### src/design/pwm_pkg.sv
// Constants, types and the register map of the standard PWM block.
// Assumes one 100 MHz system clock, the oscillator, driving all logic.
// Function
// - The PWM output selects which of the three 8-bit auto-reload timers gives its time base.
// - The period is the period register plus one, times four oscillator periods, times the prescale.
// - On the increment after the count equals the period register the timer clears, the pin goes high unless the duty is zero, and the duty is copied into the 10-bit buffer.
// - No postscaler takes part in setting the PWM period.
// - The duty is 10 bits across the high and low duty registers, left or right aligned by a format bit.
// - Duty writes are taken at any time but act only after the next period match loads the buffer.
// - The 10-bit time base is the 8-bit count plus two low bits, the clock phase at 1:1 and prescaler bits otherwise.
// - When the 10-bit time base equals the buffered duty the pin goes low.
// - A duty greater than the period leaves the pin unchanged, since no clearing match occurs.
// - Resolution is log2 of four times the period register plus one, ten bits at 255.
// - The high time is the duty times one oscillator period times the prescale.
// - The duty ratio is the duty over four times the period register plus one.
package pwm_pkg;

  localparam int NUM_TIMERS = 3;
  localparam int CNT_W = 8;
  localparam int DUTY_W = 10;
  localparam int LOW_W = DUTY_W - CNT_W;
  localparam int PRESC_W = 6;
  localparam int ADDR_W = 8;
  localparam int DATA_W = 32;
  localparam int TCON_W = 3;
  localparam int SEL_W = 2;

  // Last oscillator phase of each four-period timer input tick
  localparam logic [LOW_W-1:0] PHASE_LAST = 2'h3;

  // Prescaler terminal counts
  localparam logic [PRESC_W-1:0] PRESC_LAST_4 = 6'h03;
  localparam logic [PRESC_W-1:0] PRESC_LAST_16 = 6'h0F;
  localparam logic [PRESC_W-1:0] PRESC_LAST_64 = 6'h3F;

  typedef enum logic [1:0] {PS_1, PS_4, PS_16, PS_64} prescale_t;

  // Register byte offsets
  localparam logic [ADDR_W-1:0] OFS_TCON0 = 8'h00;
  localparam logic [ADDR_W-1:0] OFS_PERIOD0 = 8'h04;
  localparam logic [ADDR_W-1:0] TIMER_STRIDE = 8'h08;
  localparam logic [ADDR_W-1:0] OFS_MCTL = 8'h20;
  localparam logic [ADDR_W-1:0] OFS_DUTY_LO = 8'h24;
  localparam logic [ADDR_W-1:0] OFS_DUTY_HI = 8'h28;
  localparam logic [ADDR_W-1:0] OFS_TSEL_A = 8'h2C;
  localparam logic [ADDR_W-1:0] OFS_STATUS = 8'h30;
  localparam logic [ADDR_W-1:0] OFS_CLEAR = 8'h34;
  localparam logic [ADDR_W-1:0] OFS_ENABLE = 8'h38;
  localparam logic [ADDR_W-1:0] OFS_COUNT = 8'h3C;

  // Field positions
  localparam int TCON_PS_LSB = 0;
  localparam int TCON_RUN_BIT = 2;
  localparam int MCTL_EN_BIT = 0;
  localparam int MCTL_FMT_BIT = 4;
  localparam int MCTL_DIR_BIT = 7;
  localparam int COUNT_OUT_BIT = 16;

  // Reset values
  localparam logic [CNT_W-1:0] PERIOD_RESET = 8'hFF;
  localparam logic [TCON_W-1:0] TCON_RESET = 3'h0;
  localparam logic [CNT_W-1:0] MCTL_RESET = 8'h80;
  localparam logic [CNT_W-1:0] DUTY_RESET = 8'h00;
  localparam logic [SEL_W-1:0] TSEL_RESET = 2'h0;

  // AHB-Lite encodings
  localparam int HTRANS_ACTIVE_BIT = 1;
  localparam logic HRESP_OKAY = 1'b0;

endpackage : pwm_pkg

### src/design/time_base_if.sv
// Interface carrying one timer's 10-bit time base and period match.
// Assumes the producer and consumer share mclk.
`timescale 1ns/1ps
`default_nettype none
interface time_base_if;
  import pwm_pkg::*;
  logic [CNT_W-1:0] count;
  logic [LOW_W-1:0] low;
  logic match;
  modport src (output count, output low, output match);
  modport dst (input count, input low, input match);
endinterface : time_base_if
`default_nettype wire

### src/design/pwm_time_base.sv
// One 8-bit auto-reload timer with prescaler and period compare.
// Assumes run, prescale and period come from registers on mclk.
`timescale 1ns/1ps
`default_nettype none
module pwm_time_base
  import pwm_pkg::*;
(
  // Clock and reset
  input wire logic mclk,
  input wire logic arst_n,
  // Configuration
  input wire logic run,
  input wire prescale_t prescale_select,
  input wire logic [CNT_W-1:0] period,
  // Time base out
  time_base_if.src tb
);

  logic [LOW_W-1:0] phase_q, phase_d;
  logic [PRESC_W-1:0] presc_q, presc_d;
  logic [CNT_W-1:0] count_q, count_d;
  logic match_q, match_d;
  logic [PRESC_W-1:0] limit;
  logic tick;
  logic inc;

  always_comb
  begin
    case (prescale_select)
      PS_4: limit = PRESC_LAST_4;
      PS_16: limit = PRESC_LAST_16;
      PS_64: limit = PRESC_LAST_64;
      default: limit = '0;
    endcase
    // Timer input is always the oscillator over four
    tick = run && (phase_q == PHASE_LAST);
    inc = tick && (presc_q >= limit);
    phase_d = run ? phase_q + 1'b1 : phase_q;
    presc_d = presc_q;
    if (tick)
    begin
      presc_d = (presc_q >= limit) ? '0 : presc_q + 1'b1;
    end
    count_d = count_q;
    // No postscaler: the match pulse is the raw reload
    match_d = inc && (count_q == period);
    if (inc)
    begin
      count_d = (count_q == period) ? '0 : count_q + 1'b1;
    end
  end

  always_ff @(posedge mclk or negedge arst_n)
  begin
    if (!arst_n)
    begin
      phase_q <= '0;
      presc_q <= '0;
      count_q <= '0;
      match_q <= 1'b0;
    end
    else
    begin
      phase_q <= phase_d;
      presc_q <= presc_d;
      count_q <= count_d;
      match_q <= match_d;
    end
  end

  // Two low bits give four steps per count, hence 4*(PR+1) steps
  always_comb
  begin
    case (prescale_select)
      PS_4: tb.low = presc_q[1:0];
      PS_16: tb.low = presc_q[3:2];
      PS_64: tb.low = presc_q[5:4];
      default: tb.low = phase_q;
    endcase
  end

  assign tb.count = count_q;
  assign tb.match = match_q;

endmodule : pwm_time_base
`default_nettype wire

### src/design/ccp_standard_pwm.sv
// Standard PWM output with three selectable time bases and AHB-Lite
// register access. Assumes a single AHB-Lite master and one slave.
//
// Added by the designer: the AHB-Lite register port and the address map.
`timescale 1ns/1ps
`default_nettype none
module ccp_standard_pwm
  import pwm_pkg::*;
(
  // Clock and reset
  input wire logic mclk,
  input wire logic arst_n,
  // AHB-Lite slave
  input wire logic hsel,
  input wire logic [DATA_W-1:0] haddr,
  input wire logic [1:0] htrans,
  input wire logic hwrite,
  input wire logic [2:0] hsize,
  input wire logic [DATA_W-1:0] hwdata,
  input wire logic hready,
  output logic [DATA_W-1:0] hrdata,
  output logic hreadyout,
  output logic hresp,
  // PWM pin
  output logic pwm_out,
  output logic pwm_oe,
  // Interrupt
  output logic irq
);

  // Timer registers
  logic [NUM_TIMERS-1:0][CNT_W-1:0] period_q, period_d;
  logic [NUM_TIMERS-1:0][TCON_W-1:0] tcon_q, tcon_d;

  // Module registers
  logic [CNT_W-1:0] mctl_q, mctl_d;
  logic [CNT_W-1:0] duty_lo_q, duty_lo_d;
  logic [CNT_W-1:0] duty_hi_q, duty_hi_d;
  logic [SEL_W-1:0] tsel_q, tsel_d;
  logic [NUM_TIMERS-1:0] flag_q, flag_d;
  logic [NUM_TIMERS-1:0] en_q, en_d;
  logic irq_q, irq_d;

  // Bus state
  logic wr_pend_q, wr_pend_d;
  logic rd_pend_q, rd_pend_d;
  logic [ADDR_W-1:0] addr_q, addr_d;
  logic hready_q, hready_d;
  logic [DATA_W-1:0] hrdata_q, hrdata_d;

  // PWM state
  logic [DUTY_W-1:0] buf_q, buf_d;
  logic pwm_q, pwm_d;
  logic oe_q, oe_d;

  // Time base taps
  logic [NUM_TIMERS-1:0][CNT_W-1:0] tb_count;
  logic [NUM_TIMERS-1:0][LOW_W-1:0] tb_low;
  logic [NUM_TIMERS-1:0] tb_match;

  logic take;
  logic wr_now;
  logic [SEL_W-1:0] sel;
  logic [DUTY_W-1:0] tb_now;
  logic match_now;
  logic [DUTY_W-1:0] duty_val;
  logic [DATA_W-1:0] rd_val;

  time_base_if tb [NUM_TIMERS] ();

  genvar g;
  generate
    for (g = 0; g < NUM_TIMERS; g++)
    begin : gen_timer
      pwm_time_base u_time_base (
        .mclk(mclk),
        .arst_n(arst_n),
        .run(tcon_q[g][TCON_RUN_BIT]),
        .prescale_select(prescale_t'(tcon_q[g][TCON_PS_LSB +: 2])),
        .period(period_q[g]),
        .tb(tb[g].src)
      );
      assign tb_count[g] = tb[g].count;
      assign tb_low[g] = tb[g].low;
      assign tb_match[g] = tb[g].match;
    end
  endgenerate

  // Bus front end
  always_comb
  begin
    take = hsel && htrans[HTRANS_ACTIVE_BIT] && hready;
    wr_now = wr_pend_q && hready;
    wr_pend_d = wr_pend_q;
    rd_pend_d = rd_pend_q;
    addr_d = addr_q;
    hready_d = hready_q;
    hrdata_d = hrdata_q;
    if (wr_now)
    begin
      wr_pend_d = 1'b0;
    end
    if (rd_pend_q)
    begin
      // Wait cycle lets a write just before the read settle first
      hrdata_d = rd_val;
      hready_d = 1'b1;
      rd_pend_d = 1'b0;
    end
    if (take)
    begin
      addr_d = haddr[ADDR_W-1:0];
      if (hwrite)
      begin
        wr_pend_d = 1'b1;
      end
      else
      begin
        rd_pend_d = 1'b1;
        hready_d = 1'b0;
      end
    end
  end

  always_ff @(posedge mclk or negedge arst_n)
  begin
    if (!arst_n)
    begin
      wr_pend_q <= 1'b0;
      rd_pend_q <= 1'b0;
      addr_q <= '0;
      hready_q <= 1'b1;
      hrdata_q <= '0;
    end
    else
    begin
      wr_pend_q <= wr_pend_d;
      rd_pend_q <= rd_pend_d;
      addr_q <= addr_d;
      hready_q <= hready_d;
      hrdata_q <= hrdata_d;
    end
  end

  // Read multiplexer
  always_comb
  begin
    rd_val = '0;
    if (addr_q == OFS_MCTL)
    begin
      rd_val[CNT_W-1:0] = mctl_q;
    end
    else if (addr_q == OFS_DUTY_LO)
    begin
      rd_val[CNT_W-1:0] = duty_lo_q;
    end
    else if (addr_q == OFS_DUTY_HI)
    begin
      rd_val[CNT_W-1:0] = duty_hi_q;
    end
    else if (addr_q == OFS_TSEL_A)
    begin
      rd_val[SEL_W-1:0] = tsel_q;
    end
    else if (addr_q == OFS_STATUS)
    begin
      rd_val[NUM_TIMERS-1:0] = flag_q;
    end
    else if (addr_q == OFS_ENABLE)
    begin
      rd_val[NUM_TIMERS-1:0] = en_q;
    end
    else if (addr_q == OFS_COUNT)
    begin
      rd_val[DUTY_W-1:0] = tb_now;
      rd_val[COUNT_OUT_BIT] = pwm_q;
    end
    else
    begin
      for (int i = 0; i < NUM_TIMERS; i++)
      begin
        if (addr_q == OFS_TCON0 + TIMER_STRIDE * ADDR_W'(i))
        begin
          rd_val[TCON_W-1:0] = tcon_q[i];
        end
        if (addr_q == OFS_PERIOD0 + TIMER_STRIDE * ADDR_W'(i))
        begin
          rd_val[CNT_W-1:0] = period_q[i];
        end
      end
    end
  end

  // Register writes and interrupt flags
  always_comb
  begin
    period_d = period_q;
    tcon_d = tcon_q;
    mctl_d = mctl_q;
    duty_lo_d = duty_lo_q;
    duty_hi_d = duty_hi_q;
    tsel_d = tsel_q;
    en_d = en_q;
    flag_d = flag_q;
    if (wr_now)
    begin
      if (addr_q == OFS_MCTL)
      begin
        mctl_d = hwdata[CNT_W-1:0];
      end
      else if (addr_q == OFS_DUTY_LO)
      begin
        duty_lo_d = hwdata[CNT_W-1:0];
      end
      else if (addr_q == OFS_DUTY_HI)
      begin
        duty_hi_d = hwdata[CNT_W-1:0];
      end
      else if (addr_q == OFS_TSEL_A)
      begin
        tsel_d = hwdata[SEL_W-1:0];
      end
      else if (addr_q == OFS_CLEAR)
      begin
        flag_d = flag_q & ~hwdata[NUM_TIMERS-1:0];
      end
      else if (addr_q == OFS_ENABLE)
      begin
        en_d = hwdata[NUM_TIMERS-1:0];
      end
      else
      begin
        for (int i = 0; i < NUM_TIMERS; i++)
        begin
          if (addr_q == OFS_TCON0 + TIMER_STRIDE * ADDR_W'(i))
          begin
            tcon_d[i] = hwdata[TCON_W-1:0];
          end
          if (addr_q == OFS_PERIOD0 + TIMER_STRIDE * ADDR_W'(i))
          begin
            period_d[i] = hwdata[CNT_W-1:0];
          end
        end
      end
    end
    // A match in the clearing cycle still sets its flag
    flag_d = flag_d | tb_match;
    irq_d = |(flag_q & en_q);
  end

  always_ff @(posedge mclk or negedge arst_n)
  begin
    if (!arst_n)
    begin
      period_q <= {NUM_TIMERS{PERIOD_RESET}};
      tcon_q <= {NUM_TIMERS{TCON_RESET}};
      mctl_q <= MCTL_RESET;
      duty_lo_q <= DUTY_RESET;
      duty_hi_q <= DUTY_RESET;
      tsel_q <= TSEL_RESET;
      en_q <= '0;
      flag_q <= '0;
      irq_q <= 1'b0;
    end
    else
    begin
      period_q <= period_d;
      tcon_q <= tcon_d;
      mctl_q <= mctl_d;
      duty_lo_q <= duty_lo_d;
      duty_hi_q <= duty_hi_d;
      tsel_q <= tsel_d;
      en_q <= en_d;
      flag_q <= flag_d;
      irq_q <= irq_d;
    end
  end

  // Waveform generation
  always_comb
  begin
    // Out-of-range selections fall back to the first timer
    sel = (tsel_q < SEL_W'(NUM_TIMERS)) ? tsel_q : '0;
    tb_now = {tb_count[sel], tb_low[sel]};
    match_now = tb_match[sel];
    if (mctl_q[MCTL_FMT_BIT])
    begin
      duty_val = {duty_hi_q, duty_lo_q[CNT_W-1 -: LOW_W]};
    end
    else
    begin
      duty_val = {duty_hi_q[LOW_W-1:0], duty_lo_q};
    end
    buf_d = buf_q;
    pwm_d = pwm_q;
    if (!mctl_q[MCTL_EN_BIT])
    begin
      pwm_d = 1'b0;
    end
    else if (match_now)
    begin
      buf_d = duty_val;
      pwm_d = (duty_val != '0);
    end
    else if (tb_now == buf_q)
    begin
      // Duty beyond 4*(PR+1) never matches, so the pin holds
      pwm_d = 1'b0;
    end
    // Driver stays off until software clears the direction bit
    oe_d = ~mctl_q[MCTL_DIR_BIT];
  end

  always_ff @(posedge mclk or negedge arst_n)
  begin
    if (!arst_n)
    begin
      buf_q <= '0;
      pwm_q <= 1'b0;
      oe_q <= 1'b0;
    end
    else
    begin
      buf_q <= buf_d;
      pwm_q <= pwm_d;
      oe_q <= oe_d;
    end
  end

  assign hrdata = hrdata_q;
  assign hreadyout = hready_q;
  assign hresp = HRESP_OKAY;
  assign pwm_out = pwm_q;
  assign pwm_oe = oe_q;
  assign irq = irq_q;

endmodule : ccp_standard_pwm
`default_nettype wire

### config.mk
export PLATFORM = sky130hd
export DESIGN_NAME = ccp_standard_pwm
export DESIGN_NICKNAME = d
export VERILOG_FILES = /design/src/design/pwm_pkg.sv /design/src/design/time_base_if.sv /design/src/design/pwm_time_base.sv /design/src/design/ccp_standard_pwm.sv
export SDC_FILE = /design/constraint.sdc
export NUM_CORES = 1
export LEC_CHECK = 0
export BUFFER_PORTS_ARGS = -buffer_cell sky130_fd_sc_hd__buf_2
export CELL_PAD_IN_SITES_DETAIL_PLACEMENT = 1
export CELL_PAD_IN_SITES_GLOBAL_PLACEMENT = 1
export CORE_MARGIN = 2
export CORE_UTILIZATION = 49
export CTS_CLUSTER_SIZE = 12
export DETAILED_ROUTE_END_ITERATION = 8
export PLACE_DENSITY_LB_ADDON = 0.1
export SETUP_SLACK_MARGIN = 0.02
export SYNTH_ARGS = -nofsm -noshare
export SYNTH_HDL_FRONTEND = slang
export SYNTH_SLANG_ARGS = --single-unit
### constraint.sdc
create_clock -name mclk -period 4.75 [get_ports mclk]
set_clock_uncertainty 0.2 [all_clocks]
set_input_delay 0.95 -clock mclk [delete_from_list [all_inputs] [get_ports mclk]]
set_output_delay 0.95 -clock mclk [all_outputs]
set_load 0.01 [all_outputs]
**After elaboration in Yosys (flattened, before gate mapping)**

Cells that the tools add are included.

- Word-level logic and storage cells: 193
- Output and inout port bits: 37
- Flip-flop bits (word level): 151

- Reduce and logical (&&, ||, !) cells: 27
- Bitwise operators: 11
- Magnitude comparators: 5
- Multiplexer cells: 78
- Eq/ne operators: 30
- Add/sub/neg operators: 9

Operators by type and width:

| operator | count |
|---|---|
| $mux 8 | 26 |
| $eq 8x6->1 const B | 8 |
| $pmux 6 s3 | 3 |
| $reduce_and 8->1 | 6 |
| $mux 3 | 11 |
| $add 8x1->8 const B | 3 |
| $eq 8x8->1 | 3 |
| $mux 1 | 19 |
| $add 6x1->6 const B | 3 |
| $eq 2x2->1 const B | 9 |
| $ge 6x6->1 | 3 |
| $mux 6 | 3 |
| $pmux 2 s3 | 3 |
| $bmux 8 s2 | 1 |
| $eq 8x4->1 const B | 2 |
| $eq 8x5->1 const B | 2 |
| $mux 2 | 7 |
| $mux 7 | 2 |
| $logic_and 1x1->1 | 12 |
| $eq 10x10->1 | 1 |
| $mux 10 | 1 |
| $reduce_bool 10->1 | 1 |
| $eq 8x3->1 const B | 1 |
| $logic_not 8->1 | 1 |
| other kinds (17) | 29 |

**Longest topological paths before layout**

Gate-level depths: netlist (run 1).

- Depth after elaboration: 28
- Depth in mapped cells: 11
- Mapped depth without buffers: 9

**Modules after synthesis**

Synthesis (run 1) repeated with hierarchy kept, for this count alone.

- Cells, all modules: 845
- Area, all modules: 8866.0 um^2

By module, submodules not included:

| module | instances | area an instance (um^2) | seq. area each (um^2) | cells each |
|---|---|---|---|---|
| ccp_standard_pwm | 1 | 5416.4 | 2534.9 | 485 |
| pwm_time_base | 3 | 1149.9 | 425.4 | 120 |

**Worst setup path after synthesis (run 1)**

No wires, ideal clock.

- Path kind: register to register
- Start point: register tcon_q[4] (netlist name)
- End point: register gen_timer[1].u_time_base.count_q[5]
- Path slack: 2.149 ns
- Cell stages (with the launch flop): 12
- Arrival: 2.268 ns
- Path buffers: 2
- Cells stage by stage: dfrtp_1 clkbuf_1 or2_2 ha_1 nand2b_1 a21o_1 a21o_1 a31oi_1 clkbuf_1 nor3_1 xnor2_1 nor2_1

- Word-level cells in the longest chain between the ends: 4
- Elaborated cells on any way between the ends: 6
- Those cells by class: 1 x order compare; 3 x eq/ne; 1 x mux; 1 x reduce/logical

Ends and longest elaborated chain:

| element | RTL line | text |
|---|---|---|
| start, declared | ccp_standard_pwm.sv:33 | `logic [NUM_TIMERS-1:0][TCON_W-1:0] tcon_q, tcon_d;` |
| start signal, assigned | ccp_standard_pwm.sv:256 | `tcon_q <= {NUM_TIMERS{TCON_RESET}};` |
| start signal, assigned | ccp_standard_pwm.sv:268 | `tcon_q <= tcon_d;` |
| $eq 2x2->1 or $eq 2x1->1 (tied branches) | pwm_time_base.sv:29 | `case (prescale_select)` |
| $pmux 6 s3 * | pwm_time_base.sv:29 |  |
| $ge 6x6->1 * | pwm_time_base.sv:37 | `inc = tick && (presc_q >= limit);` |
| $logic_and 1x1->1 * | pwm_time_base.sv:37 |  |
| end signal, assigned | pwm_time_base.sv:66 | `count_q <= count_d;` |
| end, declared | pwm_time_base.sv:21 | `logic [CNT_W-1:0] count_q, count_d;` |

Mark *: on every way between the ends. The rest lies on a longest branch, timed or not.
A chain may end at the register's enable or synchronous reset.

**Final worst setup path (run 1)**

- Start point: register tcon_q[3] (netlist name)
- End point: register gen_timer[1].u_time_base.count_q[3]

The elaborated chain is that of the path after synthesis.

==> metrics.csv, run 1 <==
metric,value,unit
synthCells,863,
wl,24800,um
post-cts-setup-buffers,0,
synth_area,8670,um2
cts_max_level,4,
drc,0,
drv_slew,0,
fp.dieArea,18800,um2
critPathArrivalTime,3360,ps
area_growth,10.6,%
io_buffers,36,
leakage,4.22,nW
synthMuxAreaShare,0.134,
finalSetupTns,0,ps
ys_ff_latch,151,
whs,269,ps
grt_overflow,0,
grt_pass1_vias,7347,
clock-sinks,151,
status,"complete, no violations",
place_ws,1510,ps
dpl.hpwl,18100,um
synth_top_family_by_area,simple AND/OR/NAND/NOR gates,
post_cts_resized,0,
hold_viol_final,0,
grt_pass1_wl,40400,um
synth-seq-area-share,0.440,
drtIter0Drc,406,
ant_nets,0,
finish.utilization,0.554,
layout_setup_ws,1540,ps
drt_pass1_iterations,5,
path_clk_slew,70,ps
fin_crit,3210,ps
crit_path_start_kind,flip-flop,
tritoncts,built,
setup_viol,0,
max_freq,312,MHz
cts-root-buf,clkbuf_16,
start_util,0.501,
total_power,0.00351,W
die_x,137,um
viasPerCell,6.09,
cap_viol_max_count,0,
grt_start_max_net_pins,92,
layout.nets,992,
diodes,0,
drive_gt1_frac,0.223,
yosysWarnings,0,
synth_cell_types,59,
rsz0062_at_grt,false,
rows,48,
numCtsBuffers,17,
antenna_found_initial,0,
wl_per_cell,22.0,um
hold_buffers,0,
synth_compound_area_frac,0.142,
num_io_pins,111,
power_density,367,nW/um2
worst_slew_pin_slew,1050,ps
crit_fanout,12,
clockBufferDepth,2,
clk_latency,440,ps
syn_avg_cell_area,10.0,um2
fin_crit_sh,0.676,
crit_type,flip-flop to flip-flop,
synth_fa_ha_area_frac,0.0390,
core,17300,um2
end_kind,flip-flop,
relSlewSlack,0.299,
yosys.area_share.simple,0.144,
vias,6878,
gp_congestion,0.928,
synthFlopType,dfrtp_1,
synth_xor_area_frac,0.0546,
grt_use_total,0.283,
die_h,137,um
required,4900,ps
peakVddDrop,303,uV
synth_async_sr_flop_share,1.00,
synth-edff-count,0,
min_path_type,flip-flop to flip-flop,
==> synth_stat cells, types with 10 or more instances <==
cell type	n	share of area
dfrtp_1	125	0.36
o21ai_0	70	0.040
mux2_2	71	0.092
nand2b_1	13	0.0094
a21o_1	14	0.012
inv_1	26	0.011
nand2_1	86	0.037
a21oi_1	37	0.021
nor2_1	54	0.023
dfstp_2	26	0.079
mux2i_1	20	0.023
ha_1	27	0.039
xor2_1	19	0.019
buf_2	10	0.0058
xnor2_1	35	0.035
clkbuf_1	23	0.010
nor3_1	18	0.010
nand3_1	21	0.012
buf_4	23	0.020
==> layer usage <==
metal	vias to the layer above	global-route usage	wire, um
met1	3532	0.381	11000
met3	52	0.0548	1180
li1	3110	-	-
met2	184	0.458	12000
met5	-	0	0
met4	0	0.0991	616
==> flip-flops by register name, summed over array words and instances (netlist names), 2 cells and up <==
name / flops
gen_timer.u_time_base.tb.match: 3
gen_timer.u_time_base.phase_q: 6
hrdata: 11
gen_timer.u_time_base.tb.count: 24
gen_timer.u_time_base.presc_q: 18
duty_hi_q: 8
tsel_q: 2
flag_q: 3
en_q: 3
tcon_q: 9
duty_lo_q: 8
addr_q: 8
period_q: 24
mctl_q: 8
buf_q: 10
==> layout make-up <==
| class | count | area, um2 |
|---|---|---|
| sequential | 151 | 3810 |
| clock buffer | 18 | 439 |
| inverter | 26 | 97.6 |
| fill | 1962 | 7710 |
| tap | 225 | 282 |
| multi-input combinational | 651 | 4530 |
| timing repair buffer | 44 | 246 |
| clock inverter | 14 | 181 |
==> final timing paths <==
path,from,to,slack [ps],depth (start not counted)
max,tcon_q[3],gen_timer[1].u_time_base.tb.count[3],1540,8
min,mctl_q[7],pwm_oe,270,1
max reg2reg,tcon_q[3],gen_timer[1].u_time_base.tb.count[3],1540,8
min reg2reg,mctl_q[7],pwm_oe,270,1
max in group asynchronous,arst_n,hreadyout,3060,2
min in group asynchronous,arst_n,gen_timer[0].u_time_base.presc_q[0],400,1
==> report_power, final <==
part | switching [W] | internal, W | leakage, nW
Sequential | 0.000132 | 0.00139 | 1.95
Combinational | 0.000326 | 0.000232 | 1.96
Clock | 0.000622 | 0.000815 | 0.303
==> layout by cell type (no fill, tap or decap), types with 6 or more instances in the layout <==
cell and instances:
a211oi_1 6, a21o_1 14, a21oi_1 37, a22oi_1 6
a31oi_1 6, and2_1 7, buf_2 35, buf_4 8
clkbuf_16 17, conb_1 22, dfrtp_1 125, dfstp_2 26
ha_1 27, inv_1 26, mux2_2 71, mux2i_1 20
mux4_2 7, nand2_1 86, nand2b_1 13, nand3_1 21
nand4_1 9, nor2_1 54, nor2b_1 6, nor3_1 18
nor4_1 8, o21ai_0 70, o221ai_1 9, o22ai_1 7
o2bb2ai_1 6, o31ai_1 9, or2_2 9, or3_1 7
xnor2_1 35, xor2_1 19
==> logic make-up (layout without fill, tap and decap cells) <==
kind of cell               Yosys count  after routing
AOI/OAI and AO/OA                  193            193
xor gates and xnor gates            54             54
adders and majority gates           27             27
buffers and inverters               82            102
DFF                                151            151
muxes                               98             98
other                                1             22
and+or+nand+nor                    257            257
==> stage by stage <==
stage	area, um2	std cells
after global placement	8960	1097
after global routing	9580	1129
after CTS	9580	1129
after detailed placement	8960	1097
final	9580	1129
after floorplan	8740	884
==> worst max-delay path: stages (launching register included) <==
cell and delay, ps:
dfrtp_1 460, or2_2 350, ha_1 270, nand2b_1 140
a21o_1 180, a21o_1 190, a31oi_1 840, nor3_1 290
a21oi_1 210
(Power assumes the default switching activity.)
==> run 2: changes to the inputs <==
- CORE_UTILIZATION: 49 -> 41
- clock period: 4.75 -> 2.9 ns (I/O delays scaled with it)
==> metrics.csv, run 2 (synthesized netlist as in run 1, its figures left out) <==
metric,value,unit,change
highest_layer,met4,,
grt_use_total,0.244,,-0.0389
core,20900,um2,+21%
dpl_cell_area,9270,um2,+3.5%
switching_share,0.314,,+0.00662
clockBufferDepth,2,,unchanged
crit_fanout,6,,-6
grt_start_max_net_pins,57,,-38%
numCtsBuffers,17,,unchanged
place_ws,219,ps,-1290 ps
power_density,592,nW/um2,+61%
num_io_pins,111,,unchanged
drv_slew,0,,unchanged
clock_power_share,0.409,,about the same
rsz0062_at_grt,false,,
start_util,0.415,,-0.0862
wl,25700,um,+3.7%
leakage,4.38,nW,+3.8%
cpMaxStageDelayCell,dfrtp_1,,
grt_overflow,0,,unchanged
area_growth,14.4,%,
final_common_cell,dfrtp_1,,
fin_crit,2690,ps,-520 ps
met3WireLength,925,um,-21%
antenna_found_initial,0,,unchanged
die_x,149,um,+9.0%
fp.dieArea,22300,um2,+19%
required,3060,ps,-1840 ps
io_buffers,36,,unchanged
r2r_cells,9,,+1
critical_path_depth,9,,+1
layout.nets,1021,,+2.9%
relSlewSlack,0.601,,+0.302
fill_cells,2360,,+20%
final_cell_mix,"dfrtp_1, nand2_1, mux2_2, o21ai_0, nor2_1",,
wl_per_cell,21.3,um,-3.1%
tritoncts,built,,
cpLargestDelayFamily,simple AND/OR/NAND/NOR gates,,
post-cts-setup-buffers,0,,unchanged
cts-root-buf,clkbuf_16,,
cell_internal_pwr,0.00402,W,+65%
status,"complete, no violations",,
drive_gt1_frac,0.247,,+0.0231
fin_area,9910,um2,+3.4%
path_clk_slew,70,ps,about the same
die_h,149,um,+9.0%
gp_congestion,0.915,,-1.3%
slowest_delay,460,ps,-380 ps
power_frac_comb,0.174,,+0.015
drc,0,,unchanged
crit_path_start_kind,flip-flop,,
cts_max_level,4,,unchanged
grt_pass1_vias,7299,,-0.65%
clock-sinks,151,,unchanged
finalSetupTns,0,ps,unchanged
power_frac_seq,0.417,,-0.015
critPathArrivalTime,2850,ps,-510 ps
critical_path.cell_chain,or2_2 -> ha_1 -> nand2b_1 -> a21o_1 -> a21o_1 -> a21oi_1 -> o21ai_0 -> or2_2 -> o21ai_0,,
layout_setup_ws,211,ps,-1330 ps
peakVddDrop,377,uV,+25%
dpl.hpwl,18900,um,+4.5%
clk_latency,440,ps,about the same
drtIter0Drc,490,,+21%
grt_pass1_wl,41600,um,+3.0%
rows,53,,+10%
diodes,0,,unchanged
crit_type,flip-flop to flip-flop,,
viasPerCell,5.71,,-6.2%
total_power,0.00586,W,+67%
worst_slew_pin_slew,598,ps,-449 ps
setup_viol,0,,unchanged
ant_nets,0,,unchanged
vias,6903,,+0.36%
hold_viol_final,0,,unchanged
p_sw,0.00184,W,+71%
drt_pass1_iterations,6,,+1
fin_crit_sh,0.927,,+0.252
path_buf_inv,0,,unchanged
min_path_cells,2,,+1
min_path_type,input pin to flip-flop,,
end_kind,flip-flop,,
max_freq,372,MHz,+19%
cap_viol_max_count,0,,unchanged
dr_wl_met2,12400,um,+3.5%
drt-met1-wl,11700,um,+6.1%
-- run 2: cell types whose count changed in the layout (fill, tap and decap cells not counted) --
| cell | change |
|---|---|
| buf_12 | +3 |
| clkbuf_8 | -1 |
| o21ai_0 | -1 |
| clkinv_8 | +1 |
| dlygate4sd3_1 | +1 |
| buf_4 | +25 |
| o21ai_1 | +1 |
| inv_8 | +1 |
| inv_6 | +1 |
| clkinv_4 | -2 |
-- run 2: cell type report --
cell class	count	area, um2	area share
multi-input combinational	651	4530	0.457
sequential	151	3810	0.385
timing repair buffer	73	504	0.0509
clock buffer	17	425	0.0429
tap	275	344	0.0347
clock inverter	15	200	0.0202
inverter	26	97.6	0.00985
-- run 2: what timing repair did --
action,in CTS,in global routing
hold endpoints to repair,39,0
gates resized for setup,0,1
setup endpoints to repair,0,1
hold buffers,1,0
-- run 2: metal layers --
metal / GRT usage / vias up
met4: 0.0848 / 0
li1: - / 3181
met2: 0.398 / 170
met3: 0.0450 / 48
met5: 0 / -
met1: 0.327 / 3504
-- run 2: power groups by stage --
stage / Combinational [W] / Sequential [W] / Clock (W)
3_3_place_gp: 0.000967 / 0.00247 / 0
3_5_place_dp: 0.00101 / 0.00248 / 0
4_1_cts: 0.00102 / 0.00245 / 0.00244
5_1_grt: 0.00113 / 0.00247 / 0.00253
6_report: 0.00102 / 0.00245 / 0.00240
2_1_floorplan: 0.000669 / 0.00243 / 0
-- run 2: path summary, 6_finish.rpt --
check	end	start	slack [ps]
worst max-delay path	gen_timer[2].u_time_base.presc_q[0]	tcon_q[6]	210
max in group asynchronous	period_q[1]	arst_n	1360
min in group asynchronous	gen_timer[0].u_time_base.presc_q[0]	arst_n	410
worst max register to register	gen_timer[2].u_time_base.presc_q[0]	tcon_q[6]	210
worst min register to register	pwm_oe	mctl_q[7]	270
worst min-delay path	rd_pend_q	hwrite	120
-- run 2: per-stage QoR --
step / cells / hold WS, ps / utilization
floorplan: 884 / 84.4 / -
global placement: 1175 / 250 / 0.444
detailed placement: 1175 / 258 / 0.444
CTS: 1208 / 119 / 0.474
global route: 1208 / 125 / 0.474
finish: 1208 / 125 / 0.474
